## src/logic/bfp_pkg.sv

```systemverilog
/*
 Constants, register map and state encoding for the barcode field padder.
 Assumes a single 100 MHz clock and a plain strobe register port.
*/
// Notes on behaviour
// Variable mode passes codes at natural length
// Fixed mode never truncates longer codes
// Short codes padded up to field length
// Left justification puts fills before code
// Right justification puts fills after code
// Length, fill, justification matter only when fixed
// Field length accepts 0 through 48
// Fill character limited to 0x00..0x7E
// Only selected barcode fields are reshaped
// Valid/ready per character, last marks field end
package bfp_pkg;
    localparam int CHAR_W = 8;
    localparam int LEN_W = 6;
    localparam int FILL_W = 7;
    localparam int ADDR_W = 4;
    localparam int DATA_W = 32;
    localparam int BUF_DEPTH = 48;

    localparam logic [ADDR_W-1:0] A_CTRL = 4'h0;
    localparam logic [ADDR_W-1:0] A_LEN = 4'h4;
    localparam logic [ADDR_W-1:0] A_FILL = 4'h8;
    localparam logic [ADDR_W-1:0] A_STAT = 4'hC;

    localparam int POS_FIXED = 0;
    localparam int POS_RIGHT = 1;

    localparam logic [DATA_W-1:0] LEN_MAX = 32'h0000_0030;
    localparam logic [DATA_W-1:0] FILL_MAX = 32'h0000_007E;

    localparam logic RST_FIXED = 1'b0;
    localparam logic RST_RIGHT = 1'b0;
    localparam logic [LEN_W-1:0] RST_LEN = 6'h00;
    localparam logic [FILL_W-1:0] RST_FILL = 7'h20;

    typedef enum logic [1:0] {
        BFP_RUN,
        BFP_FILL_PRE,
        BFP_DRAIN,
        BFP_FILL_POST
    } bfp_state_t;
endpackage : bfp_pkg

```

## src/logic/bfp_link_if.sv

```systemverilog
/*
 Carrier between the padder core, its register file and its character store.
 Assumes all three share clk; the core and register file also share the synchronised reset.
*/
`timescale 1ns/1ps
interface bfp_link_if;
    logic fixed;
    logic right;
    logic [bfp_pkg::LEN_W-1:0] len;
    logic [bfp_pkg::FILL_W-1:0] fill;
    logic busy;
    logic [bfp_pkg::LEN_W-1:0] cnt;
    logic wr_en;
    logic [bfp_pkg::LEN_W-1:0] wr_addr;
    logic [bfp_pkg::CHAR_W-1:0] wr_data;
    logic [bfp_pkg::LEN_W-1:0] rd_addr;
    logic [bfp_pkg::CHAR_W-1:0] rd_data;

    modport regs (output fixed, right, len, fill, input busy, cnt);
    modport core (input fixed, right, len, fill, rd_data,
                  output busy, cnt, wr_en, wr_addr, wr_data, rd_addr);
    modport mem (input wr_en, wr_addr, wr_data, rd_addr, output rd_data);
endinterface : bfp_link_if

```

## src/logic/bfp_regs.sv

```systemverilog
/*
 Register file: mode, field length, fill character and a status word.
 Assumes one-cycle write and read strobes that never coincide.
*/
`timescale 1ns/1ps
module bfp_regs (
    input wire logic clk,
    input wire logic rst_n,
    input wire logic [bfp_pkg::ADDR_W-1:0] reg_addr,
    input wire logic [bfp_pkg::DATA_W-1:0] reg_wdata,
    input wire logic reg_wr,
    input wire logic reg_rd,
    output logic [bfp_pkg::DATA_W-1:0] reg_rdata,
    bfp_link_if.regs lk
);
    typedef struct packed {
        logic fixed;
        logic right;
        logic [bfp_pkg::LEN_W-1:0] len;
        logic [bfp_pkg::FILL_W-1:0] fill;
        logic [bfp_pkg::DATA_W-1:0] rdata;
    } bfp_reg_t;

    bfp_reg_t cur;
    bfp_reg_t next_cur;

    always_comb begin
        next_cur = cur;
        next_cur.rdata = '0;
        if (reg_wr) begin
            case (reg_addr)
                bfp_pkg::A_CTRL: begin
                    next_cur.fixed = reg_wdata[bfp_pkg::POS_FIXED];
                    next_cur.right = reg_wdata[bfp_pkg::POS_RIGHT];
                end
                bfp_pkg::A_LEN: begin
                    // Out-of-range lengths are dropped, the old value stays
                    if (reg_wdata <= bfp_pkg::LEN_MAX) begin
                        next_cur.len = reg_wdata[bfp_pkg::LEN_W-1:0];
                    end
                end
                bfp_pkg::A_FILL: begin
                    if (reg_wdata <= bfp_pkg::FILL_MAX) begin
                        next_cur.fill = reg_wdata[bfp_pkg::FILL_W-1:0];
                    end
                end
                default: begin
                end
            endcase
        end
        if (reg_rd) begin
            case (reg_addr)
                bfp_pkg::A_CTRL: next_cur.rdata = {30'h0, cur.right, cur.fixed};
                bfp_pkg::A_LEN: next_cur.rdata = {26'h0, cur.len};
                bfp_pkg::A_FILL: next_cur.rdata = {25'h0, cur.fill};
                bfp_pkg::A_STAT: next_cur.rdata = {25'h0, lk.busy, lk.cnt};
                default: next_cur.rdata = '0;
            endcase
        end
    end

    always_ff @(posedge clk or negedge rst_n) begin
        if (!rst_n) begin
            cur <= {bfp_pkg::RST_FIXED, bfp_pkg::RST_RIGHT, bfp_pkg::RST_LEN,
                    bfp_pkg::RST_FILL, 32'h0000_0000};
        end else begin
            cur <= next_cur;
        end
    end

    assign reg_rdata = cur.rdata;
    assign lk.fixed = cur.fixed;
    assign lk.right = cur.right;
    assign lk.len = cur.len;
    assign lk.fill = cur.fill;
endmodule : bfp_regs

```

## src/logic/bfp_store.sv

```systemverilog
/*
 Character store holding the head of a left-justified code until its length is known.
 Assumes the core never writes beyond the configured field length.
*/
`timescale 1ns/1ps
module bfp_store #(
    parameter int DEPTH = bfp_pkg::BUF_DEPTH
) (
    input wire logic clk,
    bfp_link_if.mem lk
);
    logic [bfp_pkg::CHAR_W-1:0] mem [DEPTH];

    // Not reset: contents are only read after being written in the same field
    always_ff @(posedge clk) begin
        if (lk.wr_en) begin
            mem[lk.wr_addr] <= lk.wr_data;
        end
    end

    assign lk.rd_data = mem[lk.rd_addr];
endmodule : bfp_store

```

## src/logic/bfp_top.sv

```systemverilog
/*
 Barcode field padder: reshapes the barcode field of outgoing messages to a
 fixed length with a fill character, or passes it unchanged.
 Assumes both character streams run on clk; in_sel and in_last come with
 each character from the decoder side.
*/
`timescale 1ns/1ps
module bfp_top (
    input wire logic clk,
    input wire logic arst_n,
    input wire logic [bfp_pkg::ADDR_W-1:0] reg_addr,
    input wire logic [bfp_pkg::DATA_W-1:0] reg_wdata,
    input wire logic reg_wr,
    input wire logic reg_rd,
    output logic [bfp_pkg::DATA_W-1:0] reg_rdata,
    input wire logic in_valid,
    output logic in_ready,
    input wire logic [bfp_pkg::CHAR_W-1:0] in_data,
    input wire logic in_last,
    input wire logic in_sel,
    output logic out_valid,
    input wire logic out_ready,
    output logic [bfp_pkg::CHAR_W-1:0] out_data,
    output logic out_last
);
    typedef struct packed {
        bfp_pkg::bfp_state_t st;
        logic fld;
        logic c_fixed;
        logic c_right;
        logic [bfp_pkg::LEN_W-1:0] c_len;
        logic [bfp_pkg::FILL_W-1:0] c_fill;
        logic [bfp_pkg::LEN_W-1:0] cnt;
        logic [bfp_pkg::LEN_W-1:0] pad;
        logic [bfp_pkg::LEN_W-1:0] ridx;
        logic end_last;
        logic o_v;
        logic [bfp_pkg::CHAR_W-1:0] o_d;
        logic o_l;
    } bfp_core_t;

    bfp_core_t cur;
    bfp_core_t next_cur;
    logic [1:0] rst_sync;
    logic rst_n;
    logic take;
    logic shaped;
    logic collect;
    logic [bfp_pkg::LEN_W:0] cnt_inc;
    logic [bfp_pkg::LEN_W:0] ridx_inc;
    logic [bfp_pkg::LEN_W:0] len_x;

    bfp_link_if lk ();

    always_ff @(posedge clk or negedge arst_n) begin
        if (!arst_n) begin
            rst_sync <= 2'h0;
        end else begin
            rst_sync <= {rst_sync[0], 1'b1};
        end
    end
    assign rst_n = rst_sync[1];

    bfp_regs u_regs (
        .clk(clk),
        .rst_n(rst_n),
        .reg_addr(reg_addr),
        .reg_wdata(reg_wdata),
        .reg_wr(reg_wr),
        .reg_rd(reg_rd),
        .reg_rdata(reg_rdata),
        .lk(lk.regs)
    );

    bfp_store #(.DEPTH(bfp_pkg::BUF_DEPTH)) u_store (
        .clk(clk),
        .lk(lk.mem)
    );

    assign cnt_inc = {1'b0, cur.cnt} + 7'h01;
    assign ridx_inc = {1'b0, cur.ridx} + 7'h01;
    assign len_x = {1'b0, cur.c_len};
    assign take = !cur.o_v || out_ready;
    assign shaped = in_sel || cur.fld;
    // Only the head of a left-justified field is held back; anything longer streams
    assign collect = shaped && cur.c_fixed && !cur.c_right && (cur.cnt < cur.c_len);

    always_comb begin
        next_cur = cur;
        in_ready = 1'b0;
        lk.wr_en = 1'b0;
        lk.wr_addr = cur.cnt;
        lk.wr_data = in_data;
        lk.rd_addr = cur.ridx;
        if (take) begin
            next_cur.o_v = 1'b0;
        end
        // Settings are frozen for the whole field so a mid-field write cannot split it
        if (!cur.fld) begin
            next_cur.c_fixed = lk.fixed;
            next_cur.c_right = lk.right;
            next_cur.c_len = lk.len;
            next_cur.c_fill = lk.fill;
        end
        case (cur.st)
            bfp_pkg::BFP_RUN: begin
                if (collect) begin
                    in_ready = 1'b1;
                    if (in_valid) begin
                        lk.wr_en = 1'b1;
                        next_cur.fld = 1'b1;
                        next_cur.cnt = cnt_inc[bfp_pkg::LEN_W-1:0];
                        next_cur.ridx = '0;
                        if (in_last) begin
                            next_cur.end_last = 1'b1;
                            if (cnt_inc < len_x) begin
                                next_cur.pad = cur.c_len - cnt_inc[bfp_pkg::LEN_W-1:0];
                                next_cur.st = bfp_pkg::BFP_FILL_PRE;
                            end else begin
                                next_cur.st = bfp_pkg::BFP_DRAIN;
                            end
                        end else if (cnt_inc == len_x) begin
                            next_cur.end_last = 1'b0;
                            next_cur.st = bfp_pkg::BFP_DRAIN;
                        end
                    end
                end else begin
                    in_ready = take;
                    if (in_valid && take) begin
                        // Pass unchanged: other fields, variable mode, overlong codes
                        next_cur.o_v = 1'b1;
                        next_cur.o_d = in_data;
                        next_cur.o_l = in_last;
                        if (shaped) begin
                            if (in_last) begin
                                next_cur.fld = 1'b0;
                                next_cur.cnt = '0;
                            end else begin
                                next_cur.fld = 1'b1;
                                if (cur.c_fixed && cur.c_right && cur.cnt < cur.c_len) begin
                                    next_cur.cnt = cnt_inc[bfp_pkg::LEN_W-1:0];
                                end
                            end
                            // Settings act only in fixed mode
                            if (cur.c_fixed && cur.c_right && in_last && cnt_inc < len_x) begin
                                next_cur.o_l = 1'b0;
                                next_cur.fld = 1'b1;
                                next_cur.pad = cur.c_len - cnt_inc[bfp_pkg::LEN_W-1:0];
                                next_cur.st = bfp_pkg::BFP_FILL_POST;
                            end
                        end
                    end
                end
            end
            bfp_pkg::BFP_FILL_PRE: begin
                if (take) begin
                    next_cur.o_v = 1'b1;
                    next_cur.o_d = {1'b0, cur.c_fill};
                    next_cur.o_l = 1'b0;
                    next_cur.pad = cur.pad - 6'h01;
                    if (cur.pad == 6'h01) begin
                        next_cur.st = bfp_pkg::BFP_DRAIN;
                    end
                end
            end
            bfp_pkg::BFP_DRAIN: begin
                if (take) begin
                    next_cur.o_v = 1'b1;
                    next_cur.o_d = lk.rd_data;
                    next_cur.o_l = cur.end_last && (ridx_inc == {1'b0, cur.cnt});
                    next_cur.ridx = ridx_inc[bfp_pkg::LEN_W-1:0];
                    if (ridx_inc == {1'b0, cur.cnt}) begin
                        next_cur.st = bfp_pkg::BFP_RUN;
                        if (cur.end_last) begin
                            next_cur.cnt = '0;
                            next_cur.fld = 1'b0;
                        end
                    end
                end
            end
            bfp_pkg::BFP_FILL_POST: begin
                if (take) begin
                    next_cur.o_v = 1'b1;
                    next_cur.o_d = {1'b0, cur.c_fill};
                    next_cur.o_l = (cur.pad == 6'h01);
                    next_cur.pad = cur.pad - 6'h01;
                    if (cur.pad == 6'h01) begin
                        next_cur.st = bfp_pkg::BFP_RUN;
                        next_cur.cnt = '0;
                        next_cur.fld = 1'b0;
                    end
                end
            end
            default: begin
                next_cur.st = bfp_pkg::BFP_RUN;
            end
        endcase
    end

    always_ff @(posedge clk or negedge rst_n) begin
        if (!rst_n) begin
            cur <= '0;
        end else begin
            cur <= next_cur;
        end
    end

    assign out_valid = cur.o_v;
    assign out_data = cur.o_d;
    assign out_last = cur.o_l;
    assign lk.busy = cur.fld;
    assign lk.cnt = cur.cnt;

    logic acc;
    assign acc = in_valid && in_ready;
endmodule : bfp_top
```

## config.mk

```make
export PLATFORM = sky130hd
export DESIGN_NAME = bfp_top
export DESIGN_NICKNAME = d
export VERILOG_FILES = /design/src/logic/bfp_pkg.sv /design/src/logic/bfp_link_if.sv /design/src/logic/bfp_regs.sv /design/src/logic/bfp_store.sv /design/src/logic/bfp_top.sv
export SDC_FILE = /design/constraint.sdc
export NUM_CORES = 1
export LEC_CHECK = 0
export BUFFER_PORTS_ARGS = -buffer_cell sky130_fd_sc_hd__buf_4
export CAP_MARGIN = 20
export CELL_PAD_IN_SITES_DETAIL_PLACEMENT = 0
export CELL_PAD_IN_SITES_GLOBAL_PLACEMENT = 1
export CORE_MARGIN = 1
export CORE_UTILIZATION = 40
export DETAILED_ROUTE_END_ITERATION = 10
export HOLD_SLACK_MARGIN = 0.03
export PLACE_DENSITY = 0.62
export SLEW_MARGIN = 5
export SYNTH_ARGS = -nofsm -noshare
export SYNTH_HDL_FRONTEND = slang
export SYNTH_SLANG_ARGS = --single-unit
```

## constraint.sdc

```tcl
create_clock -name clk -period 2.4 [get_ports clk]
set_clock_uncertainty 0.15 [all_clocks]
set_input_delay 0.36 -clock clk [delete_from_list [all_inputs] [get_ports clk]]
set_output_delay 0.36 -clock clk [all_outputs]
set_load 0.05 [all_outputs]
```

==> impl_metrics.prom <==
# TYPE chip_impl_metric gauge
chip_impl_metric{name="grt_pass1_vias",unit=""} 11460
chip_impl_metric{name="gp_congestion",unit=""} 0.8913
chip_impl_metric{name="seq_area_frac_synth",unit=""} 0.6915
chip_impl_metric{name="synth_edf_count",unit=""} 384
chip_impl_info{name="violations",value="negative setup slack"} 1
chip_impl_metric{name="die_x",unit="µm"} 221.4
chip_impl_metric{name="switching_share",unit=""} 0.3113
chip_impl_metric{name="placeableCoreArea",unit="mm²"} 0.04765
chip_impl_metric{name="ys_seq_elements",unit=""} 455
chip_impl_metric{name="dpl-instance-area",unit="mm²"} 0.02229
chip_impl_metric{name="num_rows",unit=""} 80
chip_impl_metric{name="setup-violations-final",unit=""} 410
chip_impl_metric{name="power.density_cell_area",unit="mW/mm²"} 994.0
chip_impl_metric{name="synth_largest_type_area_fraction",unit=""} 0.5991
chip_impl_metric{name="ant_nets",unit=""} 0
chip_impl_metric{name="yosys.cell_types.count",unit=""} 66
chip_impl_metric{name="initial_antenna_violation_count",unit=""} 0
chip_impl_metric{name="sequential_share_of_power",unit=""} 0.360
chip_impl_info{name="cell_at_the_root_of_the_clock_tree",value="sky130_fd_sc_hd__clkbuf_16"} 1
chip_impl_metric{name="clock.fmax",unit="MHz"} 342.4
chip_impl_metric{name="clk_pin_slew_worst_paths",unit="ns"} 0.07
chip_impl_info{name="yosys_most_used_dff",value="sky130_fd_sc_hd__edfxtp_1"} 1
chip_impl_metric{name="final-max-slew-violation-count",unit=""} 0
chip_impl_metric{name="nets",unit=""} 1497
chip_impl_metric{name="timing.critical_path.fanout_max",unit=""} 3
chip_impl_metric{name="period_share",unit=""} 1.217
chip_impl_metric{name="clock_power_share",unit=""} 0.282
chip_impl_metric{name="cts.path.max_buffers",unit=""} 3
chip_impl_metric{name="comb_power_share",unit=""} 0.357
chip_impl_metric{name="worst-endpoint-required",unit="ns"} 2.76
chip_impl_metric{name="critPathMaxStageDelay",unit="ns"} 0.54
chip_impl_metric{name="post-route-worst-setup-slack",unit="ns"} -0.5208
chip_impl_metric{name="grt_remaining_overflow",unit=""} 0
chip_impl_metric{name="power.ir.vdd_worst",unit="mV"} 0.6267
chip_impl_metric{name="worst_path_buffer_plus_inverter_count",unit=""} 2
chip_impl_metric{name="synth_async_sr_flop_share",unit=""} 0.1560
chip_impl_info{name="synthTopCellsByCount",value="384 x sky130_fd_sc_hd__edfxtp_1, 108 x sky130_fd_sc_hd__mux4_2, 87 x sky130_fd_sc_hd__nor2_1"} 1
chip_impl_info{name="cts_tree",value="built"} 1
chip_impl_metric{name="totalWireLength",unit="µm"} 49420
chip_impl_metric{name="detail_route.drc_violations",unit=""} 0
chip_impl_info{name="timing.critical_path.to_type",value="register"} 1
chip_impl_metric{name="critical_path_arrival",unit="ns"} 3.29
chip_impl_metric{name="start_util",unit=""} 0.4039
chip_impl_metric{name="wire_per_inst",unit="µm"} 23.80
chip_impl_metric{name="design.die.area",unit="mm²"} 0.04900
chip_impl_info{name="crit_family",value="compound AO/OA/AOI/OAI gates"} 1
chip_impl_metric{name="maxSlewHeadroom",unit=""} 0.5246
chip_impl_metric{name="final_design_area_no_fill",unit="mm²"} 0.02546
chip_impl_metric{name="drt_iter0_markers",unit=""} 780
chip_impl_metric{name="worst-slew-pin-transition",unit="ns"} 0.7117
chip_impl_metric{name="timing_hold_violations_final",unit=""} 0
chip_impl_metric{name="internal-power",unit="mW"} 17.43
chip_impl_metric{name="netlist_instances",unit=""} 1091
chip_impl_metric{name="dpl_worst_slack",unit="ns"} -0.6442
chip_impl_metric{name="switching_power",unit="mW"} 7.879
chip_impl_info{name="most_repeated_cell_in_the_gate_level_netlist_after_synthesis",value="sky130_fd_sc_hd__edfxtp_1"} 1
chip_impl_metric{name="detailroute.via_count",unit=""} 11170
chip_impl_metric{name="syn_avg_cell_area",unit="µm²"} 17.64
chip_impl_metric{name="via_count_normalized_by_instance_count",unit=""} 5.379
chip_impl_metric{name="h-tree-depth",unit=""} 2
chip_impl_metric{name="grt.total_usage",unit=""} 0.2037
chip_impl_metric{name="final_layout_size_suffix_gt1_frac",unit=""} 0.4736
chip_impl_metric{name="maxCapViolations",unit=""} 0
chip_impl_info{name="unrepaired_setup_endpoints_after_global_routing",value="true"} 1
chip_impl_info{name="worst_path_max_delay_cell",value="sky130_fd_sc_hd__or4b_4"} 1
chip_impl_metric{name="min_clock_period_post_route",unit="ns"} 2.921
chip_impl_info{name="cp_cell_sequence",value="ha_4, nand3_4, xor2_2, inv_2, buf_6, ha_4, o21ai_4, a21oi_2, or4b_4, o32a_1, a211o_1, a21oi_2"} 1
chip_impl_metric{name="worstSkewPairLatency",unit="ns"} 0.59
chip_impl_info{name="crit_type",value="register to register"} 1
chip_impl_metric{name="leakage",unit="nW"} 8.917
chip_impl_metric{name="insertedDiodeCount",unit=""} 0
chip_impl_metric{name="clkSinkCount",unit=""} 455
chip_impl_metric{name="io_buffer_count",unit=""} 69
chip_impl_metric{name="area_delta_synth_final",unit="%"} 32.28
chip_impl_metric{name="synth.yosys.warnings",unit=""} 0
chip_impl_metric{name="io_pins",unit=""} 95
chip_impl_info{name="synth_largest_area_cell",value="sky130_fd_sc_hd__edfxtp_1"} 1
chip_impl_info{name="synth.area.top_cells",value="sky130_fd_sc_hd__edfxtp_1 60%, sky130_fd_sc_hd__mux4_2 13%, sky130_fd_sc_hd__dfrtp_1 9.1%"} 1
chip_impl_metric{name="grt_pass1_wl",unit="µm"} 73180
chip_impl_metric{name="die_height",unit="µm"} 221.4
chip_impl_metric{name="first_drt_pass_iteration_count",unit=""} 7
chip_impl_metric{name="fin_hold_ws",unit="ns"} 0.05217
chip_impl_info{name="setup.worst_path.start_class",value="register"} 1
chip_impl_metric{name="cts_inserted_buffers",unit=""} 47
chip_impl_metric{name="dp_hpwl",unit="µm"} 31870
chip_impl_info{name="worst_hold_path_type",value="input pin to register"} 1
chip_impl_metric{name="synth.cell_area",unit="mm²"} 0.01925
chip_impl_info{name="outcome",value="finished with violations"} 1
chip_impl_metric{name="grt_max_degree",unit=""} 50
-- power by group through the flow --
| stage | combinational (mW) | sequential [mW] | clock [mW] |
|---|---|---|---|
| floorplan | 4.76 | 9.15 | 0 |
| global placement | 7.74 | 9.25 | 0 |
| detailed placement | 7.74 | 9.25 | 0 |
| CTS | 8.77 | 9.12 | 7.34 |
| global route | 9.55 | 9.13 | 7.58 |
| finish | 9.05 | 9.12 | 7.14 |
-- final timing paths --
kind	from	endpoint	slack, ns	depth (start not counted)
worst max-delay path	lk.cnt[0]$_DFFE_PN0P_	cur[46]$_DFFE_PN0P_	-0.52	12
worst max register to register	lk.cnt[0]$_DFFE_PN0P_	cur[46]$_DFFE_PN0P_	-0.52	12
min in group asynchronous	rst_sync[1]$_DFF_PN0_	lk.cnt[0]$_DFFE_PN0P_	0.09	0
max in group asynchronous	rst_sync[1]$_DFF_PN0_	lk.rd_addr[2]$_DFFE_PN0P_	1.41	1
worst min register to register	rst_sync[1]$_DFF_PN0_	lk.cnt[0]$_DFFE_PN0P_	0.09	0
worst min-delay path	in_valid	register	0.05	4
-- worst min-delay path, cell delays in order --
cell and delay [ns]:
sky130_fd_sc_hd__buf_4 0.15, sky130_fd_sc_hd__nand2_4 0.06, sky130_fd_sc_hd__buf_6 0.11, sky130_fd_sc_hd__nand3_1 0.07
-- logic make-up after synthesis --
| group | share of synthesized area |
|---|---|
| xor+xnor | 0.005461 |
| fa+ha+maj | 0.01469 |
| buf+inv | 0.02952 |
| compound gates | 0.04310 |
| simple gates | 0.05233 |
| mux | 0.1630 |
| other cells | 0.0003902 |
| flops | 0.6915 |
-- sequential cells by signal, summed over array words and instances (netlist names), named ones only --
| register | cells |
|---|---|
| u_regs.lk.fill | 7 |
| out_last | 1 |
| out_data | 8 |
| lk.rd_addr | 6 |
| u_regs.lk.right | 1 |
| u_regs.lk.len | 6 |
| lk.busy | 1 |
| cur | 24 |
| lk.cnt | 6 |
| u_regs.reg_rdata | 7 |
| u_store.mem | 384 |
| rst_sync | 2 |
| u_regs.lk.fixed | 1 |
-- metal layers --
metal	track usage	routed length [µm]	up-vias
met3	0.02749	1982	79
met5	0	0	-
met2	0.3250	23750	291
met4	0.07219	1262	0
met1	0.2874	22430	5807
li1	-	-	4989
-- layout by cell type (no fill, tap or decap), types with 13 or more instances in the layout --
master / n
sky130_fd_sc_hd__edfxtp_1: 384
sky130_fd_sc_hd__buf_4: 228
sky130_fd_sc_hd__mux4_2: 109
sky130_fd_sc_hd__dfrtp_1: 63
sky130_fd_sc_hd__nor2_4: 54
sky130_fd_sc_hd__buf_6: 51
sky130_fd_sc_hd__clkbuf_16: 48
sky130_fd_sc_hd__mux2_2: 46
sky130_fd_sc_hd__buf_12: 39
sky130_fd_sc_hd__nand2_1: 34
sky130_fd_sc_hd__nor2_1: 32
sky130_fd_sc_hd__conb_1: 26
sky130_fd_sc_hd__o21ai_1: 18
sky130_fd_sc_hd__dlygate4sd3_1: 17
sky130_fd_sc_hd__inv_1: 13
sky130_fd_sc_hd__clkinv_1: 13
-- final cells by class --
cell class	instances	area, µm²
clock inverter	30	257.7
timing repair buffer	342	3385
inverter	17	63.81
fill	3835	22190
sequential	455	13330
multi-input combinational	560	6394
clock buffer	57	1265
tap	615	769.5
-- stage by stage --
stage	total power [mW]	instances	TNS, ns	utilization
2_1_floorplan	13.91	1115	-118.18	-
3_3_place_gp	16.99	1912	-172.16	0.4679
3_5_place_dp	16.99	1912	-182.51	0.4679
4_1_cts	25.23	2064	-139.89	0.5274
5_1_grt	26.27	2076	-153.89	0.5343
6_report	25.31	2076	-120.40	0.5343
-- what timing repair did --
item	CTS	global route
cloned	5	0
resized for setup	157	71
setup buffers	50	18
hold buffers	17	0
pin swaps	47	35
endpoints found under the setup margin	415	415
hold endpoints to repair	26	0
(Power assumes the default switching activity.)
